===== config.mk =====
export PLATFORM = sky130hd
export DESIGN_NAME = ascii_cmd_parser
export DESIGN_NICKNAME = d
export VERILOG_FILES = /design/src/pkg/cmd_parser_pkg.sv /design/src/pkg/reply_if.sv /design/src/hw/reply_formatter.sv /design/src/hw/ascii_cmd_parser.sv
export VERILOG_INCLUDE_DIRS = /design/src /design/src/pkg
export SDC_FILE = /design/constraint.sdc
export NUM_CORES = 1
export LEC_CHECK = 0
export BUFFER_PORTS_ARGS = -buffer_cell sky130_fd_sc_hd__buf_4
export CORE_ASPECT_RATIO = 1.2
export CORE_UTILIZATION = 33
export CTS_CLUSTER_SIZE = 28
export DETAILED_ROUTE_END_ITERATION = 16
export PLACE_DENSITY = 0.54
export SYNTH_ARGS = -nofsm -noshare
export SYNTH_HDL_FRONTEND = slang
export SYNTH_HIERARCHICAL = 1
export SYNTH_SLANG_ARGS = --single-unit

===== constraint.sdc =====
create_clock -name ref_clk -period 3.2 [get_ports ref_clk]
set_input_delay 0.64 -clock ref_clk [delete_from_list [all_inputs] [get_ports ref_clk]]
set_output_delay 0.64 -clock ref_clk [all_outputs]
set_load 0.01 [all_outputs]

===== src/pkg/cmd_parser_defs.svh =====
// Constants for the ASCII command parser: indexes, characters, reset values
`ifndef CMD_PARSER_DEFS_SVH
`define CMD_PARSER_DEFS_SVH

`define CHR_START        8'h21
`define CHR_COMMA        8'h2c
`define CHR_CR           8'h0d
`define CHR_LF           8'h0a
`define CHR_SPACE        8'h20
`define CHR_COLON        8'h3a
`define CHR_Y            8'h59
`define CHR_N            8'h4e
`define CHR_D            8'h44
`define CHR_M            8'h4d
`define CHR_W            8'h57
`define CHR_R            8'h52
`define CHR_ZERO         8'h30
`define ADDR_DEFAULT     8'h11
`define ADDR_BROADCAST   8'h00
`define IDX_STATION_ADDR 16'h0007
`define IDX_VOLT_SCALE   16'h0019
`define IDX_CUR_SCALE    16'h001b
`define IDX_CUR_OFFSET   16'h001c
`define IDX_PRIV_GATE    16'h03e8
`define CH_DAC_RAW       16'h0001
`define CH_FREEZE        16'h0004
`define SCALE_RESET      16'h0000
`define OFFSET_RESET     16'h0000

`endif


===== src/pkg/cmd_parser_pkg.sv =====
// Types shared by the command parser and its reply formatter
package cmd_parser_pkg;
  typedef enum logic [2:0] {
    REPLY_NONE,
    REPLY_VALUE,
    REPLY_PRIV,
    REPLY_FREEZE
  } reply_kind_t;
endpackage : cmd_parser_pkg


===== src/pkg/reply_if.sv =====
// Reply request from parser to reply formatter
`timescale 1ns/1ps
interface reply_if;
  logic                      start;
  logic                      busy;
  cmd_parser_pkg::reply_kind_t kind;
  logic [7:0]                addr;
  logic                      with_addr;
  logic [15:0]               value;
  logic [7:0]                flag_chr;
  modport parser (output start, output kind, output addr, output with_addr,
                  output value, output flag_chr, input busy);
  modport formatter (input start, input kind, input addr, input with_addr,
                     input value, input flag_chr, output busy);
endinterface : reply_if


===== src/hw/reply_formatter.sv =====
// Serialises an ASCII reply frame one character at a time
`include "cmd_parser_defs.svh"
`timescale 1ns/1ps
module reply_formatter (
  // Clock and reset
  input  wire logic       ref_clk,
  input  wire logic       rst_n,
  // Request from the parser
  reply_if.formatter      rq,
  // Character output
  output logic      [7:0] tx_data,
  output logic            tx_valid,
  input  wire logic       tx_ready
);
  logic [4:0]  pos_q;
  logic [4:0]  len_q;
  logic [7:0]  buf_q [0:23];
  logic        act_q;

  function automatic logic [7:0] hex_chr(input logic [3:0] n);
    hex_chr = (n < 4'ha) ? (8'h30 + {4'h0, n}) : (8'h37 + {4'h0, n});
  endfunction : hex_chr

  assign rq.busy  = act_q;
  assign tx_valid = act_q;
  assign tx_data  = buf_q[pos_q];

  // Build the whole frame at start so serialising stays a plain index walk
  always_ff @(posedge ref_clk)
  begin
    if (!rst_n)
    begin
      act_q <= 1'b0;
      pos_q <= 5'd0;
      len_q <= 5'd0;
      for (int i = 0; i < 24; i++) buf_q[i] <= 8'h00;
    end
    else if (!act_q && rq.start)
    begin
      logic [4:0]  n;
      logic [7:0]  s [0:15];
      n = 5'd0;
      for (int i = 0; i < 16; i++) s[i] = 8'h00;
      if (rq.with_addr)
      begin
        buf_q[0] <= `CHR_START;
        buf_q[1] <= hex_chr(rq.addr[7:4]);
        buf_q[2] <= hex_chr(rq.addr[3:0]);
        buf_q[3] <= `CHR_COMMA;
        n = 5'd4;
      end
      case (rq.kind)
        cmd_parser_pkg::REPLY_PRIV:
        begin
          // BackDoorEnabled: Y or N
          s = '{8'h42,8'h61,8'h63,8'h6b,8'h44,8'h6f,8'h6f,8'h72,
                8'h45,8'h6e,8'h61,8'h62,8'h6c,8'h65,8'h64,`CHR_COLON};
          for (int i = 0; i < 16; i++) buf_q[n + 5'(i)] <= s[i];
          buf_q[n + 5'd16] <= `CHR_SPACE;
          buf_q[n + 5'd17] <= rq.flag_chr;
          buf_q[n + 5'd18] <= `CHR_CR;
          len_q <= n + 5'd19;
        end
        cmd_parser_pkg::REPLY_FREEZE:
        begin
          s = '{8'h44,8'h69,8'h73,8'h61,8'h62,8'h6c,8'h65,8'h55,
                8'h70,8'h64,8'h61,8'h74,8'h65,`CHR_COLON,`CHR_SPACE,8'h00};
          for (int i = 0; i < 15; i++) buf_q[n + 5'(i)] <= s[i];
          buf_q[n + 5'd15] <= rq.flag_chr;
          buf_q[n + 5'd16] <= `CHR_CR;
          len_q <= n + 5'd17;
        end
        default:
        begin
          // Values go out as four hex digits, printable only
          buf_q[n]        <= hex_chr(rq.value[15:12]);
          buf_q[n + 5'd1] <= hex_chr(rq.value[11:8]);
          buf_q[n + 5'd2] <= hex_chr(rq.value[7:4]);
          buf_q[n + 5'd3] <= hex_chr(rq.value[3:0]);
          buf_q[n + 5'd4] <= `CHR_CR;
          len_q <= n + 5'd5;
        end
      endcase
      pos_q <= 5'd0;
      act_q <= 1'b1;
    end
    else if (act_q && tx_ready)
    begin
      if (pos_q + 5'd1 == len_q)
        act_q <= 1'b0;
      pos_q <= pos_q + 5'd1;
    end
  end

  AST_PRINTABLE: assert property (@(posedge ref_clk) disable iff (!rst_n)
    tx_valid |-> (tx_data == `CHR_CR || (tx_data >= 8'h20 && tx_data < 8'h7f)))
    else $error("non printable reply character");
endmodule : reply_formatter


===== src/hw/ascii_cmd_parser.sv =====
// Addressed ASCII command frame parser with calibration store and DAC control
`include "cmd_parser_defs.svh"
`timescale 1ns/1ps
module ascii_cmd_parser #(
  parameter int DAC_W = 16
) (
  // Clock and reset
  input  wire logic             ref_clk,
  input  wire logic             rst_n,
  // Configuration
  input  wire logic             p2p_mode,
  // Received characters
  input  wire logic [7:0]       rx_data,
  input  wire logic             rx_valid,
  // Reply characters
  output logic      [7:0]       tx_data,
  output logic                  tx_valid,
  input  wire logic             tx_ready,
  // Flow-derived output code and DAC
  input  wire logic [DAC_W-1:0] auto_code,
  output logic      [DAC_W-1:0] dac_code,
  // Calibration values and state
  output logic      [15:0]      voltage_output_scale,
  output logic      [15:0]      current_output_scale,
  output logic      [15:0]      current_output_offset,
  output logic                  privileged_access_gate,
  output logic                  dac_frozen,
  output logic      [7:0]       station_addr
);
  typedef enum logic [2:0] {
    S_IDLE, S_ADDR_HI, S_ADDR_LO, S_ADDR_SEP, S_BODY, S_SKIP
  } pstate_t;

  pstate_t     st_q;
  logic [7:0]  addr_q;
  logic [15:0] cmd_q;
  logic [1:0]  cmd_len_q;
  logic [2:0]  field_q;
  logic [15:0] arg1_q;
  logic [15:0] arg2_q;
  logic [7:0]  arg2_chr_q;
  logic        arg_bad_q;
  logic        exec_q;
  logic [15:0] vscale_q;
  logic [15:0] cscale_q;
  logic [15:0] coffs_q;
  logic        gate_q;
  logic        frozen_q;
  logic [DAC_W-1:0] raw_q;
  logic [DAC_W-1:0] dac_q;
  logic [7:0]  station_q;

  reply_if rq ();

  function automatic logic is_hex(input logic [7:0] c);
    is_hex = (c >= 8'h30 && c <= 8'h39) || (c >= 8'h41 && c <= 8'h46)
          || (c >= 8'h61 && c <= 8'h66);
  endfunction : is_hex

  function automatic logic [3:0] hex_val(input logic [7:0] c);
    if (c <= 8'h39) hex_val = c[3:0];
    else            hex_val = c[3:0] + 4'h9;
  endfunction : hex_val

  // Accumulate decimal digits; hex addresses come through hex_val instead
  function automatic logic [15:0] dec_acc(input logic [15:0] v, input logic [7:0] c);
    dec_acc = 16'((v << 3) + (v << 1) + {8'h00, c - `CHR_ZERO});
  endfunction : dec_acc

  wire is_digit = rx_data >= 8'h30 && rx_data <= 8'h39;

  // Character parser; '!' restarts outside point-to-point mode so a garbled frame cannot wedge it
  always_ff @(posedge ref_clk)
  begin
    if (!rst_n)
    begin
      st_q       <= S_IDLE;
      addr_q     <= 8'h00;
      cmd_q      <= 16'h0000;
      cmd_len_q  <= 2'd0;
      field_q    <= 3'd0;
      arg1_q     <= 16'h0000;
      arg2_q     <= 16'h0000;
      arg2_chr_q <= 8'h00;
      arg_bad_q  <= 1'b0;
      exec_q     <= 1'b0;
    end
    else
    begin
      exec_q <= 1'b0;
      if (rx_valid && rx_data != `CHR_LF)
      begin
        if (rx_data == `CHR_START && !p2p_mode)
        begin
          st_q <= S_ADDR_HI;
        end
        else
        begin
          case (st_q)
            S_IDLE:
            begin
              // Point-to-point frames open straight on the command field
              if (p2p_mode && rx_data != `CHR_CR)
              begin
                addr_q    <= station_q;
                cmd_q     <= {8'h00, rx_data};
                cmd_len_q <= 2'd1;
                field_q   <= 3'd0;
                arg1_q    <= 16'h0000;
                arg2_q    <= 16'h0000;
                arg_bad_q <= 1'b0;
                st_q      <= S_BODY;
              end
            end
            S_ADDR_HI:
              if (is_hex(rx_data))
              begin
                addr_q[7:4] <= hex_val(rx_data);
                st_q        <= S_ADDR_LO;
              end
              else
                st_q <= S_SKIP;
            S_ADDR_LO:
              if (is_hex(rx_data))
              begin
                addr_q[3:0] <= hex_val(rx_data);
                st_q        <= S_ADDR_SEP;
              end
              else
                st_q <= S_SKIP;
            S_ADDR_SEP:
            begin
              cmd_q     <= 16'h0000;
              cmd_len_q <= 2'd0;
              field_q   <= 3'd0;
              arg1_q    <= 16'h0000;
              arg2_q    <= 16'h0000;
              arg_bad_q <= 1'b0;
              // Foreign address: drop the rest of the frame quietly
              if (rx_data != `CHR_COMMA ||
                  (addr_q != station_q && addr_q != `ADDR_BROADCAST))
                st_q <= S_SKIP;
              else
                st_q <= S_BODY;
            end
            S_BODY:
            begin
              if (rx_data == `CHR_CR)
              begin
                exec_q <= 1'b1;
                st_q   <= S_IDLE;
              end
              else if (rx_data == `CHR_COMMA)
              begin
                if (field_q == 3'd4)
                  st_q <= S_SKIP;
                field_q <= field_q + 3'd1;
              end
              else if (field_q == 3'd0)
              begin
                if (cmd_len_q < 2'd2)
                begin
                  cmd_q     <= {cmd_q[7:0], rx_data};
                  cmd_len_q <= cmd_len_q + 2'd1;
                end
              end
              else if (field_q == 3'd1)
              begin
                if (is_digit) arg1_q <= dec_acc(arg1_q, rx_data);
                else          arg_bad_q <= 1'b1;
              end
              else if (field_q == 3'd2)
              begin
                arg2_chr_q <= rx_data;
                if (is_digit) arg2_q <= dec_acc(arg2_q, rx_data);
                else          arg_bad_q <= 1'b1;
              end
            end
            S_SKIP:
              if (rx_data == `CHR_CR)
                st_q <= S_IDLE;
            default:
              st_q <= S_IDLE;
          endcase
        end
      end
    end
  end

  wire cmd_mw    = cmd_q == {`CHR_M, `CHR_W};
  wire cmd_mr    = cmd_q == {`CHR_M, `CHR_R};
  wire cmd_wr    = cmd_q[15:8] == 8'h00 && cmd_q[7:0] == `CHR_W;
  wire broadcast = !p2p_mode && addr_q == `ADDR_BROADCAST;

  // Calibration store and gates; writes land one cycle after the CR that closes the frame
  always_ff @(posedge ref_clk)
  begin
    if (!rst_n)
    begin
      vscale_q  <= `SCALE_RESET;
      cscale_q  <= `SCALE_RESET;
      coffs_q   <= `OFFSET_RESET;
      gate_q    <= 1'b0;
      frozen_q  <= 1'b0;
      raw_q     <= '0;
      station_q <= `ADDR_DEFAULT;
    end
    else if (exec_q && cmd_mw)
    begin
      case (arg1_q)
        `IDX_VOLT_SCALE:   vscale_q <= arg2_q;
        `IDX_CUR_SCALE:    cscale_q <= arg2_q;
        `IDX_CUR_OFFSET:   coffs_q  <= arg2_q;
        `IDX_PRIV_GATE:    if (arg2_q <= 16'h0001) gate_q <= arg2_q[0];
        `IDX_STATION_ADDR: if (arg2_q[7:0] != `ADDR_BROADCAST) station_q <= arg2_q[7:0];
        default:           ;
      endcase
    end
    else if (exec_q && cmd_wr)
    begin
      if (arg1_q == `CH_FREEZE && arg2_chr_q == `CHR_D)
        frozen_q <= 1'b1;
      else if (arg1_q == `CH_FREEZE && arg2_chr_q == `CHR_N)
        frozen_q <= 1'b0;
      else if (arg1_q == `CH_DAC_RAW && !arg_bad_q)
        raw_q <= DAC_W'(arg2_q);
    end
  end

  // DAC register: frozen holds raw count, otherwise follows the flow code
  always_ff @(posedge ref_clk)
  begin
    if (!rst_n)
      dac_q <= '0;
    else if (frozen_q)
      dac_q <= raw_q;
    else
      dac_q <= auto_code;
  end

  // Memory read value
  logic [15:0] rd_val;
  always_comb
  begin
    case (arg1_q)
      `IDX_VOLT_SCALE:   rd_val = vscale_q;
      `IDX_CUR_SCALE:    rd_val = cscale_q;
      `IDX_CUR_OFFSET:   rd_val = coffs_q;
      `IDX_PRIV_GATE:    rd_val = {15'h0000, gate_q};
      `IDX_STATION_ADDR: rd_val = {8'h00, station_q};
      default:           rd_val = 16'h0000;
    endcase
  end

  // Reply request; broadcasts execute silently
  always_comb
  begin
    rq.kind     = cmd_parser_pkg::REPLY_NONE;
    rq.flag_chr = `CHR_N;
    if (cmd_mr)
      rq.kind = cmd_parser_pkg::REPLY_VALUE;
    else if (cmd_mw && arg1_q == `IDX_PRIV_GATE && arg2_q <= 16'h0001)
    begin
      rq.kind     = cmd_parser_pkg::REPLY_PRIV;
      rq.flag_chr = arg2_q[0] ? `CHR_Y : `CHR_N;
    end
    else if (cmd_wr && arg1_q == `CH_FREEZE &&
             (arg2_chr_q == `CHR_D || arg2_chr_q == `CHR_N))
    begin
      rq.kind     = cmd_parser_pkg::REPLY_FREEZE;
      rq.flag_chr = arg2_chr_q;
    end
  end

  assign rq.start     = exec_q && !broadcast && rq.kind != cmd_parser_pkg::REPLY_NONE;
  assign rq.addr      = station_q;
  assign rq.with_addr = !p2p_mode;
  assign rq.value     = rd_val;

  reply_formatter u_fmt (
    .ref_clk  (ref_clk),
    .rst_n    (rst_n),
    .rq       (rq.formatter),
    .tx_data  (tx_data),
    .tx_valid (tx_valid),
    .tx_ready (tx_ready)
  );

  assign voltage_output_scale   = vscale_q;
  assign current_output_scale   = cscale_q;
  assign current_output_offset  = coffs_q;
  assign privileged_access_gate = gate_q;
  assign dac_frozen             = frozen_q;
  assign dac_code               = dac_q;
  assign station_addr           = station_q;

  AST_START_RESTARTS: assert property (@(posedge ref_clk) disable iff (!rst_n)
    rx_valid && rx_data == `CHR_START && !p2p_mode |=> st_q == S_ADDR_HI)
    else $error("start character did not restart frame");
  AST_LF_IGNORED: assert property (@(posedge ref_clk) disable iff (!rst_n)
    rx_valid && rx_data == `CHR_LF |=> $stable(st_q) && !exec_q)
    else $error("line feed changed parser state");
  AST_BAD_HEX: assert property (@(posedge ref_clk) disable iff (!rst_n)
    rx_valid && st_q == S_ADDR_HI && !is_hex(rx_data) && rx_data != `CHR_START
    && rx_data != `CHR_LF |=> st_q == S_SKIP)
    else $error("bad hex address accepted");
  AST_GATE_OPEN: assert property (@(posedge ref_clk) disable iff (!rst_n)
    exec_q && cmd_mw && arg1_q == `IDX_PRIV_GATE && arg2_q == 16'h0001
    |=> privileged_access_gate)
    else $error("gate not opened");
  AST_GATE_CLOSE: assert property (@(posedge ref_clk) disable iff (!rst_n)
    exec_q && cmd_mw && arg1_q == `IDX_PRIV_GATE && arg2_q == 16'h0000
    |=> !privileged_access_gate)
    else $error("gate not closed");
  AST_FREEZE: assert property (@(posedge ref_clk) disable iff (!rst_n)
    exec_q && cmd_wr && arg1_q == `CH_FREEZE && arg2_chr_q == `CHR_D
    |=> dac_frozen ##1 dac_code == raw_q)
    else $error("freeze not applied");
  AST_RESUME: assert property (@(posedge ref_clk) disable iff (!rst_n)
    exec_q && cmd_wr && arg1_q == `CH_FREEZE && arg2_chr_q == `CHR_N
    |=> !dac_frozen)
    else $error("resume not applied");
  AST_BROADCAST_QUIET: assert property (@(posedge ref_clk) disable iff (!rst_n)
    exec_q && broadcast |-> !rq.start)
    else $error("broadcast acknowledged");
  AST_STORE_SCALE: assert property (@(posedge ref_clk) disable iff (!rst_n)
    exec_q && cmd_mw && arg1_q == `IDX_CUR_SCALE |=> current_output_scale == $past(arg2_q))
    else $error("current scale not stored");
endmodule : ascii_cmd_parser


==> results_dict.tcl <==
set metrics [dict create \
    skew_ns 0.0245 \
    cts_hold_buf 0 \
    critical_path_class "reg -> reg" \
    drive_above_1_share 0.243 \
    root_buffer "clkbuf_16" \
    r2r_slack_ns -0.04 \
    slew_headroom 0.377 \
    finalCritPeriodShare 1.01 \
    synth_top_area_frac 0.237 \
    syn_to_final_growth_pct 30.3 \
    synth_seq_cells 307 \
    p_clk_frac 0.463 \
    violations "negative setup slack" \
    postSynth.asyncResetShare 0 \
    reg2reg_from "arg1_q[1]" \
    htreeDepth 2 \
    wl_per_cell_um 19.8 \
    post-place-ws_ns -0.300 \
    final-setup-viol-count 34 \
    synth.distinct_cells 94 \
    grt_usage 0.210 \
    gp_congestion 0.905 \
    synth.area.top_cells "dfxtp_1 24%, edfxtp_1 20%, nand2_1 5.8%" \
    clock-sinks 307 \
    timing.hold.ws_ns 0.341 \
    startpoint_type "flop" \
    initial_core_util 0.336 \
    firstDrtPassIters 8 \
    p_sw_frac 0.245 \
    avgSynthCellArea_um2 9.47 \
    hpwl_mm 40.0 \
    viasPerCell 5.22 \
    mappedNetlistArea_um2 16600 \
    row_count 89 \
    grt_pass1_wl_mm 82.7 \
    powerDensity_nw_per_um2 430 \
    yosys-top-cells-count "257 x nand2_1, 197 x dfxtp_1, 110 x edfxtp_1" \
    yosysWarnings 6 \
    min_to "dac_code[15]" \
    design.core.area_um2 49400 \
    status "complete, but fails checks" \
    synthCells 1755 \
    grt_pass1_vias 14200 \
    grt-ovfl-total 0 \
    drt_iter0_drc 751 \
    cts_buffers 37 \
    hp-start "auto_code[15]" \
    p_int_mw 7.04 \
    fin_nets 2154 \
    die-area_um2 51300 \
    drv_slew 0 \
    worst-r2r-cell-count 13 \
    seqPwrFrac 0.450 \
    route.vias.total 14200 \
    hp-class "in -> reg" \
    clk_latency_ns 0.55 \
    required_ns 3.45 \
    dp_cells 2631 \
    num_antenna_cells 0 \
    hold_path_depth 3 \
    critPathCaptureType "flop" \
    synth_edf_count 110 \
    die_height_um 248 \
    antenna_found_initial 0 \
    yosysTopAreaCell "dfxtp_1" \
    vdd_ir_drop_max_mv 0.331 \
    hold_viol_final 0 \
    crit_start "arg1_q[1]" \
    reg2reg_to "u_fmt/buf_q[15][7]" \
    clkTransAtPathRegs_ns 0.06 \
    ios 112 \
    crit_path_max_fanout 8 \
    synth_seq_area_share 0.436 \
    cp_data_arrival_time_ns 3.49 \
    worst_slew_pin_slew_ns 0.931 \
    final_cells 2715 \
    port_buffers 111 \
    period_minus_slack_ns 3.24 \
    routed_wl_mm 53.7 \
    synth_most_common_cell "nand2_1" \
    rsz0062_at_grt "true" \
    antenna_left 0 \
    max_freq_mhz 309 \
    switching_power_mw 2.28 \
    grt_max_degree 179 \
    fin_ws_ns -0.0387 \
    cap_violations 0 \
    dieWidth_um 207 \
    synth_ff_type "dfxtp_1" \
    clockBufferDepth 3 \
    drc 0 \
    leakagePower_nw 8.80 \
    cts_tree "built" \
    pwr-share-comb 0.086 \
]
==> layout by cell type, fill, tap and decap left out, types with 12 or more instances in the layout <==
cell | Yosys | layout
a21boi_0 | 24 | 24
a21boi_1 | 64 | 64
a21o_1 | 20 | 20
a21oi_1 | 63 | 59
and2_1 | 24 | 24
and3_1 | 16 | 16
buf_12 | 0 | 19
buf_4 | 7 | 303
buf_6 | 1 | 18
clkbuf_16 | 0 | 39
clkbuf_8 | 0 | 12
conb_1 | 2 | 14
dfxtp_1 | 197 | 193
edfxtp_1 | 110 | 110
fa_1 | 12 | 12
ha_1 | 63 | 62
inv_1 | 67 | 63
mux2i_1 | 74 | 73
nand2_1 | 257 | 247
nand2b_1 | 17 | 16
nand3_1 | 75 | 74
nand4_1 | 14 | 14
nor2_1 | 98 | 88
nor2b_1 | 70 | 68
nor3_1 | 31 | 29
nor4_1 | 16 | 12
o211ai_1 | 12 | 12
o21a_1 | 12 | 12
o21ai_0 | 49 | 44
o21ai_1 | 13 | 16
xnor2_1 | 36 | 35
xor2_1 | 13 | 13
==> metal layers <==
metal	GRT usage	wire length [um]	vias to the layer above
li1	-	-	6897
met1	0.251	22000	6816
met2	0.372	27300	351
met3	0.0264	2100	112
met4	0.0921	2300	0
met5	0	0	-
==> worst max path at each step <==
stage	endpoint	slack [ns]	cells after the start
floorplan	u_fmt/buf_q[21][0]	0.004	12
global placement	arg1_q[11]	-0.30	15
detailed placement	arg1_q[11]	-0.30	15
CTS	tx_data[4]	0.02	6
global route	u_fmt/buf_q[15][3]	-0.14	14
finish	u_fmt/buf_q[15][7]	-0.04	13
==> sequential cells by signal, indices dropped and copies added, names as in the netlist, 8 cells and up, named ones only <==
name and flops:
addr_q 8, current_output_offset 16, arg2_chr_q 8, current_output_scale 16, dac_code 16, voltage_output_scale 16
cmd_q 16, raw_q 16, arg2_q 16, station_addr 8, arg1_q 16, u_fmt/buf_q 127
==> logic make-up after synthesis <==
kind of cell | Yosys count | share of synthesized area
other cells | 2 | 0.000452
simple gates | 673 | 0.199
fa+ha+maj | 76 | 0.0625
mux | 93 | 0.0692
compound gates | 384 | 0.163
buf+inv | 171 | 0.0431
xor+xnor | 49 | 0.0258
flops | 307 | 0.436
==> power groups by stage <==
stage	Clock, mW	Combinational (mW)	Sequential (mW)
floorplan	0	0.459	4.26
global placement	0	0.779	4.28
detailed placement	0	0.785	4.28
CTS	4.41	0.797	4.20
global route	4.55	0.879	4.21
finish	4.32	0.804	4.20
==> critical path: stages (launching register included) <==
cell and delay [ns]:
dfxtp_4 0.36, or3_4 0.38, or3_1 0.39, nor4_2 0.14, buf_4 0.18, nor4b_4 0.26
buf_4 0.17, o221a_4 0.19, and3b_2 0.22, buf_12 0.15, nand2_4 0.07, buf_12 0.13
nand2_2 0.14, buf_12 0.15
==> what timing repair did <==
item,4_1_cts,5_1_grt
pin swaps,3,6
cloned,1,2
endpoints found under the setup margin,221,207
gates resized for setup,27,92
setup buffers,4,11
==> per-stage QoR <==
step	power, mW	utilization	area (um^2)	setup TNS (ns)
5_1_grt	9.64	0.438	21700	-9.48
2_1_floorplan	4.72	-	16700	0
6_report	9.32	0.438	21700	-0.860
3_3_place_gp	5.06	0.399	19700	-18.24
4_1_cts	9.41	0.428	21200	0
3_5_place_dp	5.07	0.399	19700	-23.87
==> cell type report <==
type	instances	area, um^2
multi-input cells	1289	9110
well taps	637	797
clock inverters	11	133
inverters	70	270
clock buffers	56	1140
repair buffers	345	2960
flip-flops and latches	307	7260
fillers	4850	27800
Note: power is estimated with default switching activity, not from simulation.
